## config.mk

```make
export PLATFORM = sky130hd
export DESIGN_NAME = nvsram_host_ctrl
export DESIGN_NICKNAME = d
export VERILOG_FILES = /design/src/rtl/nvsram_host_pkg.sv /design/src/rtl/nvsram_host_ctrl.sv /design/src/rtl/busy_guard.sv
export VERILOG_INCLUDE_DIRS = /design/src /design/src/rtl
export SDC_FILE = /design/constraint.sdc
export NUM_CORES = 1
export LEC_CHECK = 0
export BUFFER_PORTS_ARGS = -buffer_cell sky130_fd_sc_hd__buf_2
export CAP_MARGIN = 20
export CORE_MARGIN = 2
export CORE_UTILIZATION = 25
export DETAILED_ROUTE_END_ITERATION = 8
export GPL_TIMING_DRIVEN = 0
export SYNTH_ARGS = -nofsm -noshare
export SYNTH_HDL_FRONTEND = slang
export SYNTH_SLANG_ARGS = --single-unit
```

## constraint.sdc

```tcl
create_clock -name clk -period 4.1 [get_ports clk]
set_input_delay 0.615 -clock clk [delete_from_list [all_inputs] [get_ports clk]]
set_output_delay 0.615 -clock clk [all_outputs]
set_load 0.005 [all_outputs]
```

## src/rtl/nvsram_host_consts.svh

```systemverilog
/*
 * Pin timing counts and software sequence addresses for the nvSRAM host controller.
 * Assumes a 200 MHz clock; every time below is converted to cycles at that rate.
 */
`ifndef NVSRAM_HOST_CONSTS_SVH
`define NVSRAM_HOST_CONSTS_SVH

// ----------------------------------------------------------------------------
// Clock
// ----------------------------------------------------------------------------
`define CLK_PERIOD_NS 5

// ----------------------------------------------------------------------------
// Pin timing: least times round up to whole cycles
// ----------------------------------------------------------------------------
`define ADDR_SETUP_NS 5
`define ADDR_SETUP_CYC ((`ADDR_SETUP_NS + `CLK_PERIOD_NS - 1) / `CLK_PERIOD_NS)
`define ADDRESS_ACCESS_TIME_NS 45
`define ADDRESS_ACCESS_CYC ((`ADDRESS_ACCESS_TIME_NS + `CLK_PERIOD_NS - 1) / `CLK_PERIOD_NS)
`define WRITE_PULSE_NS 30
`define WRITE_PULSE_CYC ((`WRITE_PULSE_NS + `CLK_PERIOD_NS - 1) / `CLK_PERIOD_NS)
`define BUSY_REQUEST_NS 50
`define BUSY_REQUEST_CYC ((`BUSY_REQUEST_NS + `CLK_PERIOD_NS - 1) / `CLK_PERIOD_NS)
`define NV_START_NS 100
`define NV_START_CYC ((`NV_START_NS + `CLK_PERIOD_NS - 1) / `CLK_PERIOD_NS)
`define POST_STORE_RECOVERY_TIME_NS 20000
`define POST_STORE_RECOVERY_CYC \
    ((`POST_STORE_RECOVERY_TIME_NS + `CLK_PERIOD_NS - 1) / `CLK_PERIOD_NS)

// ----------------------------------------------------------------------------
// Software sequence addresses
// ----------------------------------------------------------------------------
`define SEQ_ADDR_0 16'h4E38
`define SEQ_ADDR_1 16'hB1C7
`define SEQ_ADDR_2 16'h83E0
`define SEQ_ADDR_3 16'h7C1F
`define SEQ_ADDR_4 16'h703F
`define SEQ_LAST_STORE 16'h8FC0
`define SEQ_LAST_RECALL 16'h4C63
`define SEQ_LAST_PFS_OFF 16'h8B45
`define SEQ_LAST_PFS_ON 16'h4B46
`define SEQ_LAST_INDEX 3'h5

`endif

```

## src/rtl/nvsram_host_pkg.sv

```systemverilog
/*
 * Types shared by the nvSRAM host controller files.
 * Assumes nothing of its surroundings.
 */
package nvsram_host_pkg;

    typedef enum logic [2:0] {
        OP_READ = 3'h0,
        OP_WRITE = 3'h1,
        OP_SW_STORE = 3'h2,
        OP_SW_RECALL = 3'h3,
        OP_PFS_DISABLE = 3'h4,
        OP_PFS_ENABLE = 3'h5,
        OP_HW_STORE = 3'h6
    } op_e;

    typedef enum logic [2:0] {
        ST_IDLE = 3'h0,
        ST_SETUP = 3'h1,
        ST_READ = 3'h2,
        ST_WRITE = 3'h3,
        ST_END = 3'h4,
        ST_HOLD_BUSY = 3'h5,
        ST_NV_WAIT = 3'h6
    } state_e;

endpackage

```

## src/rtl/nvsram_host_ctrl.sv

```systemverilog
/*
 * Host-side controller that drives an asynchronous nvSRAM through its pins:
 * array reads and writes with byte selects, six-read software sequences and
 * pin-requested stores.
 * Assumes pin inputs are synchronous to clk and that the bench resolves the
 * data lines and the open-drain busy line from the output enables.
 */
`include "nvsram_host_consts.svh"

module nvsram_host_ctrl
    import nvsram_host_pkg::*;
#(
    parameter int ADDR_W = 19,
    parameter int DATA_W = 16,
    parameter int RECOVERY_CYC = `POST_STORE_RECOVERY_CYC
) (
    input wire logic clk,
    input wire logic resetn,
    input wire logic cmd_valid,
    output logic cmd_ready,
    input wire op_e cmd_op,
    input wire logic [ADDR_W-1:0] cmd_addr,
    input wire logic [DATA_W-1:0] cmd_wdata,
    input wire logic [1:0] cmd_byte_sel_n,
    output logic rsp_valid,
    output logic [DATA_W-1:0] rsp_rdata,
    output logic chip_sel_n,
    output logic out_en_n,
    output logic write_strobe_n,
    output logic upper_byte_sel_n,
    output logic lower_byte_sel_n,
    output logic [ADDR_W-1:0] address_lines,
    input wire logic [DATA_W-1:0] data_lines_in,
    output logic [DATA_W-1:0] data_lines_out,
    output logic data_lines_oe,
    input wire logic store_busy_n_in,
    output logic store_busy_n_out,
    output logic store_busy_n_oe
);

    localparam logic [7:0] SETUP_CYC = 8'(`ADDR_SETUP_CYC);
    localparam logic [7:0] ACCESS_CYC = 8'(`ADDRESS_ACCESS_CYC);
    localparam logic [7:0] PULSE_CYC = 8'(`WRITE_PULSE_CYC);
    localparam logic [7:0] REQUEST_CYC = 8'(`BUSY_REQUEST_CYC);
    localparam logic [7:0] START_CYC = 8'(`NV_START_CYC);

    // ------------------------------------------------------------------------
    // Sequence address table
    // ------------------------------------------------------------------------
    function automatic logic [15:0] seq_addr(input logic [2:0] idx, input op_e op);
        logic [15:0] a;
        a = `SEQ_LAST_STORE;
        case (idx)
            3'h0: a = `SEQ_ADDR_0;
            3'h1: a = `SEQ_ADDR_1;
            3'h2: a = `SEQ_ADDR_2;
            3'h3: a = `SEQ_ADDR_3;
            3'h4: a = `SEQ_ADDR_4;
            default: begin
                case (op)
                    OP_SW_RECALL: a = `SEQ_LAST_RECALL;
                    OP_PFS_DISABLE: a = `SEQ_LAST_PFS_OFF;
                    OP_PFS_ENABLE: a = `SEQ_LAST_PFS_ON;
                    default: a = `SEQ_LAST_STORE;
                endcase
            end
        endcase
        return a;
    endfunction

    function automatic logic is_sequence(input op_e op);
        return (op == OP_SW_STORE) || (op == OP_SW_RECALL) ||
               (op == OP_PFS_DISABLE) || (op == OP_PFS_ENABLE);
    endfunction

    // ------------------------------------------------------------------------
    // Busy line guard
    // ------------------------------------------------------------------------
    logic access_ok;

    busy_guard #(
        .RECOVERY_CYC(RECOVERY_CYC)
    ) u_busy_guard (
        .clk(clk),
        .resetn(resetn),
        .store_busy_n_in(store_busy_n_in),
        .access_ok(access_ok)
    );

    // ------------------------------------------------------------------------
    // Pin sequencer
    // ------------------------------------------------------------------------
    state_e state_q, state_d;
    op_e op_q, op_d;
    logic [7:0] cnt_q, cnt_d;
    logic [2:0] idx_q, idx_d;
    logic ce_q, ce_d, oe_q, oe_d, we_q, we_d;
    logic [1:0] bsel_q, bsel_d;
    logic [ADDR_W-1:0] addr_q, addr_d;
    logic [DATA_W-1:0] wdata_q, wdata_d, rdata_q, rdata_d;
    logic doe_q, doe_d, busy_oe_q, busy_oe_d, rsp_q, rsp_d;

    always_comb begin
        state_d = state_q;
        op_d = op_q;
        cnt_d = cnt_q;
        idx_d = idx_q;
        ce_d = ce_q;
        oe_d = oe_q;
        we_d = we_q;
        bsel_d = bsel_q;
        addr_d = addr_q;
        wdata_d = wdata_q;
        rdata_d = rdata_q;
        doe_d = doe_q;
        busy_oe_d = busy_oe_q;
        rsp_d = 1'b0;
        case (state_q)
            ST_IDLE: begin
                // Commands are taken only when the busy line and recovery allow.
                if (cmd_valid && access_ok) begin
                    op_d = cmd_op;
                    idx_d = 3'h0;
                    cnt_d = SETUP_CYC;
                    wdata_d = cmd_wdata;
                    if (cmd_op == OP_HW_STORE) begin
                        busy_oe_d = 1'b1;
                        cnt_d = REQUEST_CYC;
                        state_d = ST_HOLD_BUSY;
                    end else if (is_sequence(cmd_op)) begin
                        addr_d = ADDR_W'(seq_addr(3'h0, cmd_op));
                        bsel_d = 2'h0;
                        state_d = ST_SETUP;
                    end else begin
                        addr_d = cmd_addr;
                        bsel_d = cmd_byte_sel_n;
                        state_d = ST_SETUP;
                    end
                end
            end
            ST_SETUP: begin
                // Address stands before the cycle begins.
                if (cnt_q > 8'h01) begin
                    cnt_d = cnt_q - 8'h01;
                end else if (op_q == OP_WRITE) begin
                    ce_d = 1'b0;
                    we_d = 1'b0;
                    oe_d = 1'b1;
                    doe_d = 1'b1;
                    cnt_d = PULSE_CYC;
                    state_d = ST_WRITE;
                end else begin
                    ce_d = 1'b0;
                    oe_d = 1'b0;
                    we_d = 1'b1;
                    cnt_d = ACCESS_CYC;
                    state_d = ST_READ;
                end
            end
            ST_READ: begin
                if (cnt_q > 8'h01) begin
                    cnt_d = cnt_q - 8'h01;
                end else begin
                    rdata_d = data_lines_in;
                    ce_d = 1'b1;
                    oe_d = 1'b1;
                    state_d = ST_END;
                end
            end
            ST_WRITE: begin
                if (cnt_q > 8'h01) begin
                    cnt_d = cnt_q - 8'h01;
                end else begin
                    // Address and data stay put while strobe and select rise.
                    ce_d = 1'b1;
                    we_d = 1'b1;
                    state_d = ST_END;
                end
            end
            ST_END: begin
                doe_d = 1'b0;
                if (is_sequence(op_q) && (idx_q != `SEQ_LAST_INDEX)) begin
                    // Sequence reads follow each other with nothing in between.
                    idx_d = idx_q + 3'h1;
                    addr_d = ADDR_W'(seq_addr(idx_q + 3'h1, op_q));
                    cnt_d = SETUP_CYC;
                    state_d = ST_SETUP;
                end else if (is_sequence(op_q)) begin
                    cnt_d = START_CYC;
                    state_d = ST_NV_WAIT;
                end else begin
                    rsp_d = 1'b1;
                    state_d = ST_IDLE;
                end
            end
            ST_HOLD_BUSY: begin
                // Held past the request delay, then released so the device or
                // the pull-up can return the line high.
                if (cnt_q > 8'h01) begin
                    cnt_d = cnt_q - 8'h01;
                end else begin
                    busy_oe_d = 1'b0;
                    cnt_d = START_CYC;
                    state_d = ST_NV_WAIT;
                end
            end
            ST_NV_WAIT: begin
                // The guard only frees once the device ends busy and recovers.
                if (cnt_q != 8'h00) begin
                    cnt_d = cnt_q - 8'h01;
                end else if (access_ok) begin
                    rsp_d = 1'b1;
                    state_d = ST_IDLE;
                end
            end
            default: begin
                state_d = ST_IDLE;
                ce_d = 1'b1;
                oe_d = 1'b1;
                we_d = 1'b1;
                doe_d = 1'b0;
                busy_oe_d = 1'b0;
            end
        endcase
    end

    always_ff @(posedge clk or negedge resetn) begin
        if (!resetn) begin
            state_q <= ST_IDLE;
            op_q <= OP_READ;
            cnt_q <= 8'h00;
            idx_q <= 3'h0;
            ce_q <= 1'b1;
            oe_q <= 1'b1;
            we_q <= 1'b1;
            bsel_q <= 2'h3;
            addr_q <= '0;
            wdata_q <= '0;
            rdata_q <= '0;
            doe_q <= 1'b0;
            busy_oe_q <= 1'b0;
            rsp_q <= 1'b0;
        end else begin
            state_q <= state_d;
            op_q <= op_d;
            cnt_q <= cnt_d;
            idx_q <= idx_d;
            ce_q <= ce_d;
            oe_q <= oe_d;
            we_q <= we_d;
            bsel_q <= bsel_d;
            addr_q <= addr_d;
            wdata_q <= wdata_d;
            rdata_q <= rdata_d;
            doe_q <= doe_d;
            busy_oe_q <= busy_oe_d;
            rsp_q <= rsp_d;
        end
    end

    // ------------------------------------------------------------------------
    // Outputs
    // ------------------------------------------------------------------------
    assign cmd_ready = (state_q == ST_IDLE) && access_ok;
    assign rsp_valid = rsp_q;
    assign rsp_rdata = rdata_q;
    assign chip_sel_n = ce_q;
    assign out_en_n = oe_q;
    assign write_strobe_n = we_q;
    assign upper_byte_sel_n = bsel_q[1];
    assign lower_byte_sel_n = bsel_q[0];
    assign address_lines = addr_q;
    assign data_lines_out = wdata_q;
    assign data_lines_oe = doe_q;
    assign store_busy_n_out = 1'b0;
    assign store_busy_n_oe = busy_oe_q;

endmodule // nvsram_host_ctrl

```

## src/rtl/busy_guard.sv

```systemverilog
/*
 * Watches the store busy line and says when the memory may be accessed again.
 * Assumes the busy input is synchronous to clk and already resolved from all drivers.
 */
`include "nvsram_host_consts.svh"

module busy_guard #(
    parameter int RECOVERY_CYC = `POST_STORE_RECOVERY_CYC
) (
    input wire logic clk,
    input wire logic resetn,
    input wire logic store_busy_n_in,
    output logic access_ok
);

    logic [15:0] wait_q;
    logic [15:0] wait_d;

    // The count starts full so that the power-up recall, which holds the line low
    // right after reset, is also followed by the recovery interval.
    always_comb begin
        if (!store_busy_n_in) begin
            wait_d = 16'(RECOVERY_CYC);
        end else if (wait_q != 16'h0000) begin
            wait_d = wait_q - 16'h0001;
        end else begin
            wait_d = wait_q;
        end
    end

    always_ff @(posedge clk or negedge resetn) begin
        if (!resetn) begin
            wait_q <= 16'(RECOVERY_CYC);
        end else begin
            wait_q <= wait_d;
        end
    end

    // Accesses wait while the line is low and for the recovery time after it rises.
    assign access_ok = store_busy_n_in && (wait_q == 16'h0000);

endmodule // busy_guard

```

**Word-level counts from Yosys, hierarchy flattened**

Cells that the tools add are included.

- Bits in latches: 0
- Flip-flop bits (word level): 92
- Output and inout port bits: 61
- Logic and storage cells: 152
- Bits of input ports: 60
- ROM bits: 0
- Bits in writable memories: 0
- Memories: 0

- Bitwise logic cells: 7
- $mul: 0
- Divide/modulo/power cells: 0
- Reduce and logical (&&, ||, !) cells: 35
- Equality and inequality tests: 37
- Shifts and indexed selects: 0
- Muxes and demuxes: 54
- Add/subtract/negate cells: 3
- Order comparisons: 1

Operators by type and width:

| operator | number |
|---|---|
| 16-bit one-hot mux with 5 select lines | 1 |
| 19-bit two-way mux | 4 |
| 8-bit two-way mux | 7 |
| 16-bit one-hot mux with 3 select lines | 1 |
| 8-bit one-hot mux with 6 select lines | 1 |
| 19-bit one-hot mux with 2 select lines | 1 |
| 3-bit two-way mux | 11 |
| 16-bit two-way mux | 2 |
| 3-bit equality test (second input constant) | 9 |
| 2-bit inequality test (second input constant) | 13 |
| 3-bit by 2-bit equality test with 1-bit output (second input constant) | 8 |
| 5-bit OR reduction | 4 |
| 3-bit one-hot mux with 6 select lines | 1 |
| 3-bit AND reduction | 6 |
| 16-bit logical NOT | 1 |
| 16-bit nonzero test | 1 |
| 16-bit by 1-bit subtractor with 16-bit output (second input constant) | 1 |
| 1-bit two-way mux | 15 |
| 1-bit one-hot mux with 3 select lines | 4 |
| 3-bit by 1-bit equality test with 1-bit output (second input constant) | 3 |
| 8-bit by 1-bit greater-than comparator with 1-bit output (second input constant) | 1 |
| 4-bit two-way mux | 2 |
| 4-bit AND reduction | 2 |
| 8-bit nonzero test | 1 |
| 18 further kinds | 37 |

**Logic depth before layout (Yosys ltp)**

- Depth after elaboration: 8
- Mapped depth: 9
- Mapped depth without buffers: 7

**By module**

From an unflattened synthesis, not the netlist that was laid out.

- Cell total of the unflattened synthesis: 473
- Area, all modules: 4892.2 um2

Modules (own cells, without submodules):

| module | seq. area each (um2) | area each (um2) | cells each | times used |
|---|---|---|---|---|
| nvsram_host_ctrl | 1908.1 | 3950.0 | 378 | 1 |
| busy_guard | 407.9 | 942.2 | 95 | 1 |

**Worst setup path before layout**

Ideal clock, no wire load.

- Kind: register to output
- From: reg u_busy_guard.wait_q[0]
- To: out cmd_ready
- Path buffers: 2
- Slack: 1378 ps
- Stages on the path, launching flop included: 8
- Arrival time: 2107 ps
- Required time: 3485 ps
- Cells stage by stage: dfrtp_1 -> inv_1 -> ha_1 -> or4b_2 -> or4_4 -> buf_6 -> buf_6 -> nor3_1

- Word-level cells in the longest chain between the ends: 3

Ends and longest elaborated chain:

| item | line | source |
|---|---|---|
| start, declared | busy_guard.sv:16 | `logic [15:0] wait_q;` |
| start signal, assigned | busy_guard.sv:33 | `wait_q <= 16'(RECOVERY_CYC);` |
| start signal, assigned | busy_guard.sv:35 | `wait_q <= wait_d;` |
| 16-bit logical NOT | busy_guard.sv:40 | `assign access_ok = store_busy_n_in && (wait_q == 16'h0000);` |
| 1-bit logical AND | busy_guard.sv:40 |  |
| 1-bit logical AND | nvsram_host_ctrl.sv:264 | `assign cmd_ready = (state_q == ST_IDLE) && access_ok;` |
| end, declared | nvsram_host_ctrl.sv:20 | `output logic cmd_ready,` |

No other way between the ends.

**Worst setup path after layout**

Ends and elaborated chain as after synthesis.

==> results.md <==
* Proportion of netlist area held by the largest area contributor at 0.412
* Buffers on Ports at 119
* Tmin final at 3.52 ns
* Via count at around 4200
* Htree depth at 3
* Worst EP arrival at 2.91 ns
* Fraction of layout cells with a size suffix above 1 at 0.350
* Final Power at 1.92 mW
* Adder-Cell Fraction of Synth Area at 0.0346
* Nets at around 690
* Slew HR at 0.411
* Maximum clock path buffer count at 2
* Mapped Nets at 557
* CTS resizes at 0
* CP required at 3.48 ns
* Critical Path Source Type: register
* Initial Util at 0.253
* First-pass GRT wire length at 20900 µm
* CTS tree: yes
* Ant diodes at 0
* Area leader, netlist: dfrtp_1
* Status: complete, no violations
* Post-synthesis mux area share at 0.0865
* Die area at 0.0208 mm²
* FMAX at ~280 MHz
* Net Sw Power at 0.456 mW
* Largest family of logic cells by synthesized area: compound AO/OA/AOI/OAI gates
* Synth Area in XOR/XNOR at 0.0249
* Clock transition at the registers of the reported paths at 0.07 ns
* Sequential power share at 0.491
* Setup Fix Bufs, Post-CTS at 0
* Width of the chip at 144 µm
* Worst VDD drop at 0.195 mV
* ANT nets after route at 0
* Final GP Congestion at 0.900
* Leakage at about 2.8 nW
* First drt pass iteration count at 5
* Drt wl/cell at 14.8 µm
* Most common cell after layout, fill and taps aside: buf_2
* Row cnt at 51
* Asr flop ratio synth at 1.00
* Hold Violations, Final at 0
* Die height at 144 µm
* PD cells at 312 mW/mm²
* Final hold slack at ~0.18 ns
* GRT Util Overall at 0.127
* Main flop type after synthesis: dfrtp_1
* Crit end category: output port
* Clock latency on the worst-skew pair at approximately 0.35 ns
* Vias in the first global route at 3966
* Maxcap violations at 0
* Via density at 4.73
* Period utilization at 0.860
* Netlist cell types at 74
* Syn Area/Cell at 10.2 µm²
* Initial antenna violation count at 0
* Power share of the clock group at 0.440
* Core Region at 0.0194 mm²
* Largest net degree at the start of global routing at a little under 70
* Post-DP HPWL at 9860 µm
* Synth Area in Compound Gates at 0.178
* Synth top area cells: dfrtp_1 (41%), mux2_2 (8.2%), dfstp_2 (5.9%), nor2_1 (4.0%), nand2_1 (3.3%)
* Finished Core Util at 0.318
* Sequential area share after synthesis at 0.471
* Wirelength, routed at 13100 µm
* Synth-to-Final Area Change at 25.5%
* Filler cells at 2036
* DP Area at 0.00587 mm²
* Critical path class: register to output port
* DRC Markers at 0
* 1st-iter DRT viols at 285
* Combinational power share at 0.069
* Hold Path Class: input port to asynchronous set/reset pin
* Mapped Area at 0.00492 mm²
* Post-synth EDFFs at 0
* Hold buffer count at CTS at 0
* Pint at approximately 1.5 mW
* Overflow after GRT at 0
* Clk sink count at a little over 90
* RSZ-0062 raised after global routing: false
* Synth Warn # at 0
* Crit Path Max Fanout at 10
* TritonCTS Buffers at 9
* Slew Viols, Final at 0
* Final setup viols at 0
* Setup TNS at 0 ns
* CTS root buffer: clkbuf_16
* Worst-Margin Slew at around 0.9 ns
* Switch share at 0.237
* Mapped Cells at ~480
* # IOs at 121
* Post-synthesis register bit count at 92
* Simple-gate portion of the synthesized area at 0.167
* Post-Layout Inst Area at slightly above 0.006 mm²
* Commonest non-fill, non-tap cells in the layout: buf_2 (121), dfrtp_1 (81), nor2_1 (52)
* Fin Clk Skew at 0.0114 ns
kinds of logic after synthesis:
kind of cell / count (synthesis)
muxes: 38
and+or+nand+nor: 168
AOI/OAI and AO/OA: 120
adders and majority gates: 13
DFF: 92
buffers and inverters: 38
xor gates and xnor gates: 14
other: 1
state kept, by name, indices dropped and copies added (netlist names):
register,flops
rsp_valid,1
op_q,3
write_strobe_n,1
data_lines_oe,1
data_lines_out,16
cnt_q,8
u_busy_guard.wait_q,16
out_en_n,1
chip_sel_n,1
bsel_q,2
store_busy_n_oe,1
state_q,3
address_lines,19
idx_q,3
rsp_rdata,16
layer usage:
layer | global-route usage | up-vias | routed length (µm)
met2 | 0.199 | 134 | 6280
met4 | 0.0613 | 0 | 334
li1 | - | 2023 | -
met1 | 0.166 | 2006 | 5820
met3 | 0.0298 | 27 | 665
met5 | 0 | - | 0
Yosys cell counts, drive strengths merged (4+ instances only):
cell,count
or2,4
nor3,14
a211oi,5
or4,6
dfstp,11
buf,8
mux2,36
nand4,4
nor4,7
nand2,43
dfrtp,81
a31oi,16
xor2,9
o21ai,19
inv,14
clkbuf,16
nand3,12
a32o,4
ha,12
o211ai,6
a21o,4
o22ai,4
a21oi,27
nand2b,4
o31ai,4
or3,4
nor2,54
xnor2,5
worst paths after layout:
check / start / endpoint / slack (ns) / depth (start not counted)
min reg2reg: address_lines[10]$_DFFE_PN0P_ / address_lines[10]$_DFFE_PN0P_ / 0.48 / 2
min: resetn / cnt_q[4]$_DFFE_PN0P_ / 0.18 / 1
max in group asynchronous: resetn / u_busy_guard.wait_q[5]$_DFFE_PN1P_ / 3.22 / 2
max reg2reg: u_busy_guard.wait_q[0]$_DFFE_PN0P_ / cnt_q[1]$_DFFE_PN0P_ / 0.98 / 7
max: u_busy_guard.wait_q[0]$_DFFE_PN0P_ / cmd_ready / 0.58 / 8
min in group clk: address_lines[10]$_DFFE_PN0P_ / address_lines[10]$_DFFE_PN0P_ / 0.48 / 2
power by group through the flow:
stage | registers [mW] | logic (mW) | clock network, mW
after floorplan | 0.960 | 0.0619 | 0
after global placement | 0.962 | 0.129 | 0
after detailed placement | 0.962 | 0.134 | 0
after CTS | 0.945 | 0.135 | 0.881
after global routing | 0.948 | 0.152 | 0.921
final | 0.945 | 0.132 | 0.846
per-stage QoR:
stage | setup WS [ns] | instances
floorplan | 1.38 | 484
global placement | 0.924 | 868
detailed placement | 0.908 | 869
CTS | 0.526 | 885
global route | 0.465 | 885
finish | 0.575 | 885
critical path: stages, from the launching register on:
cell and delay, ns:
dfrtp_1 0.38, inv_1 0.11, ha_1 0.16, or4b_2 0.65, or4_4 0.45, buf_6 0.15, buf_6 0.14, nor3_1 0.33
buf_2 0.19
cell type report:
class / instances / area [µm²] / share of cell area
Sequential cell: 92 / 2320 / 0.375
Timing Repair Buffer: 120 / 626 / 0.101
Clock buffer: 9 / 225 / 0.0365
Tap cell: 265 / 332 / 0.0537
Clock inverter: 7 / 73.8 / 0.0120
Inverter: 14 / 52.6 / 0.00851
Buffer: 24 / 128 / 0.0207
Multi-Input combinational cell: 354 / 2420 / 0.392
Power figures use the tool's default switching activity.
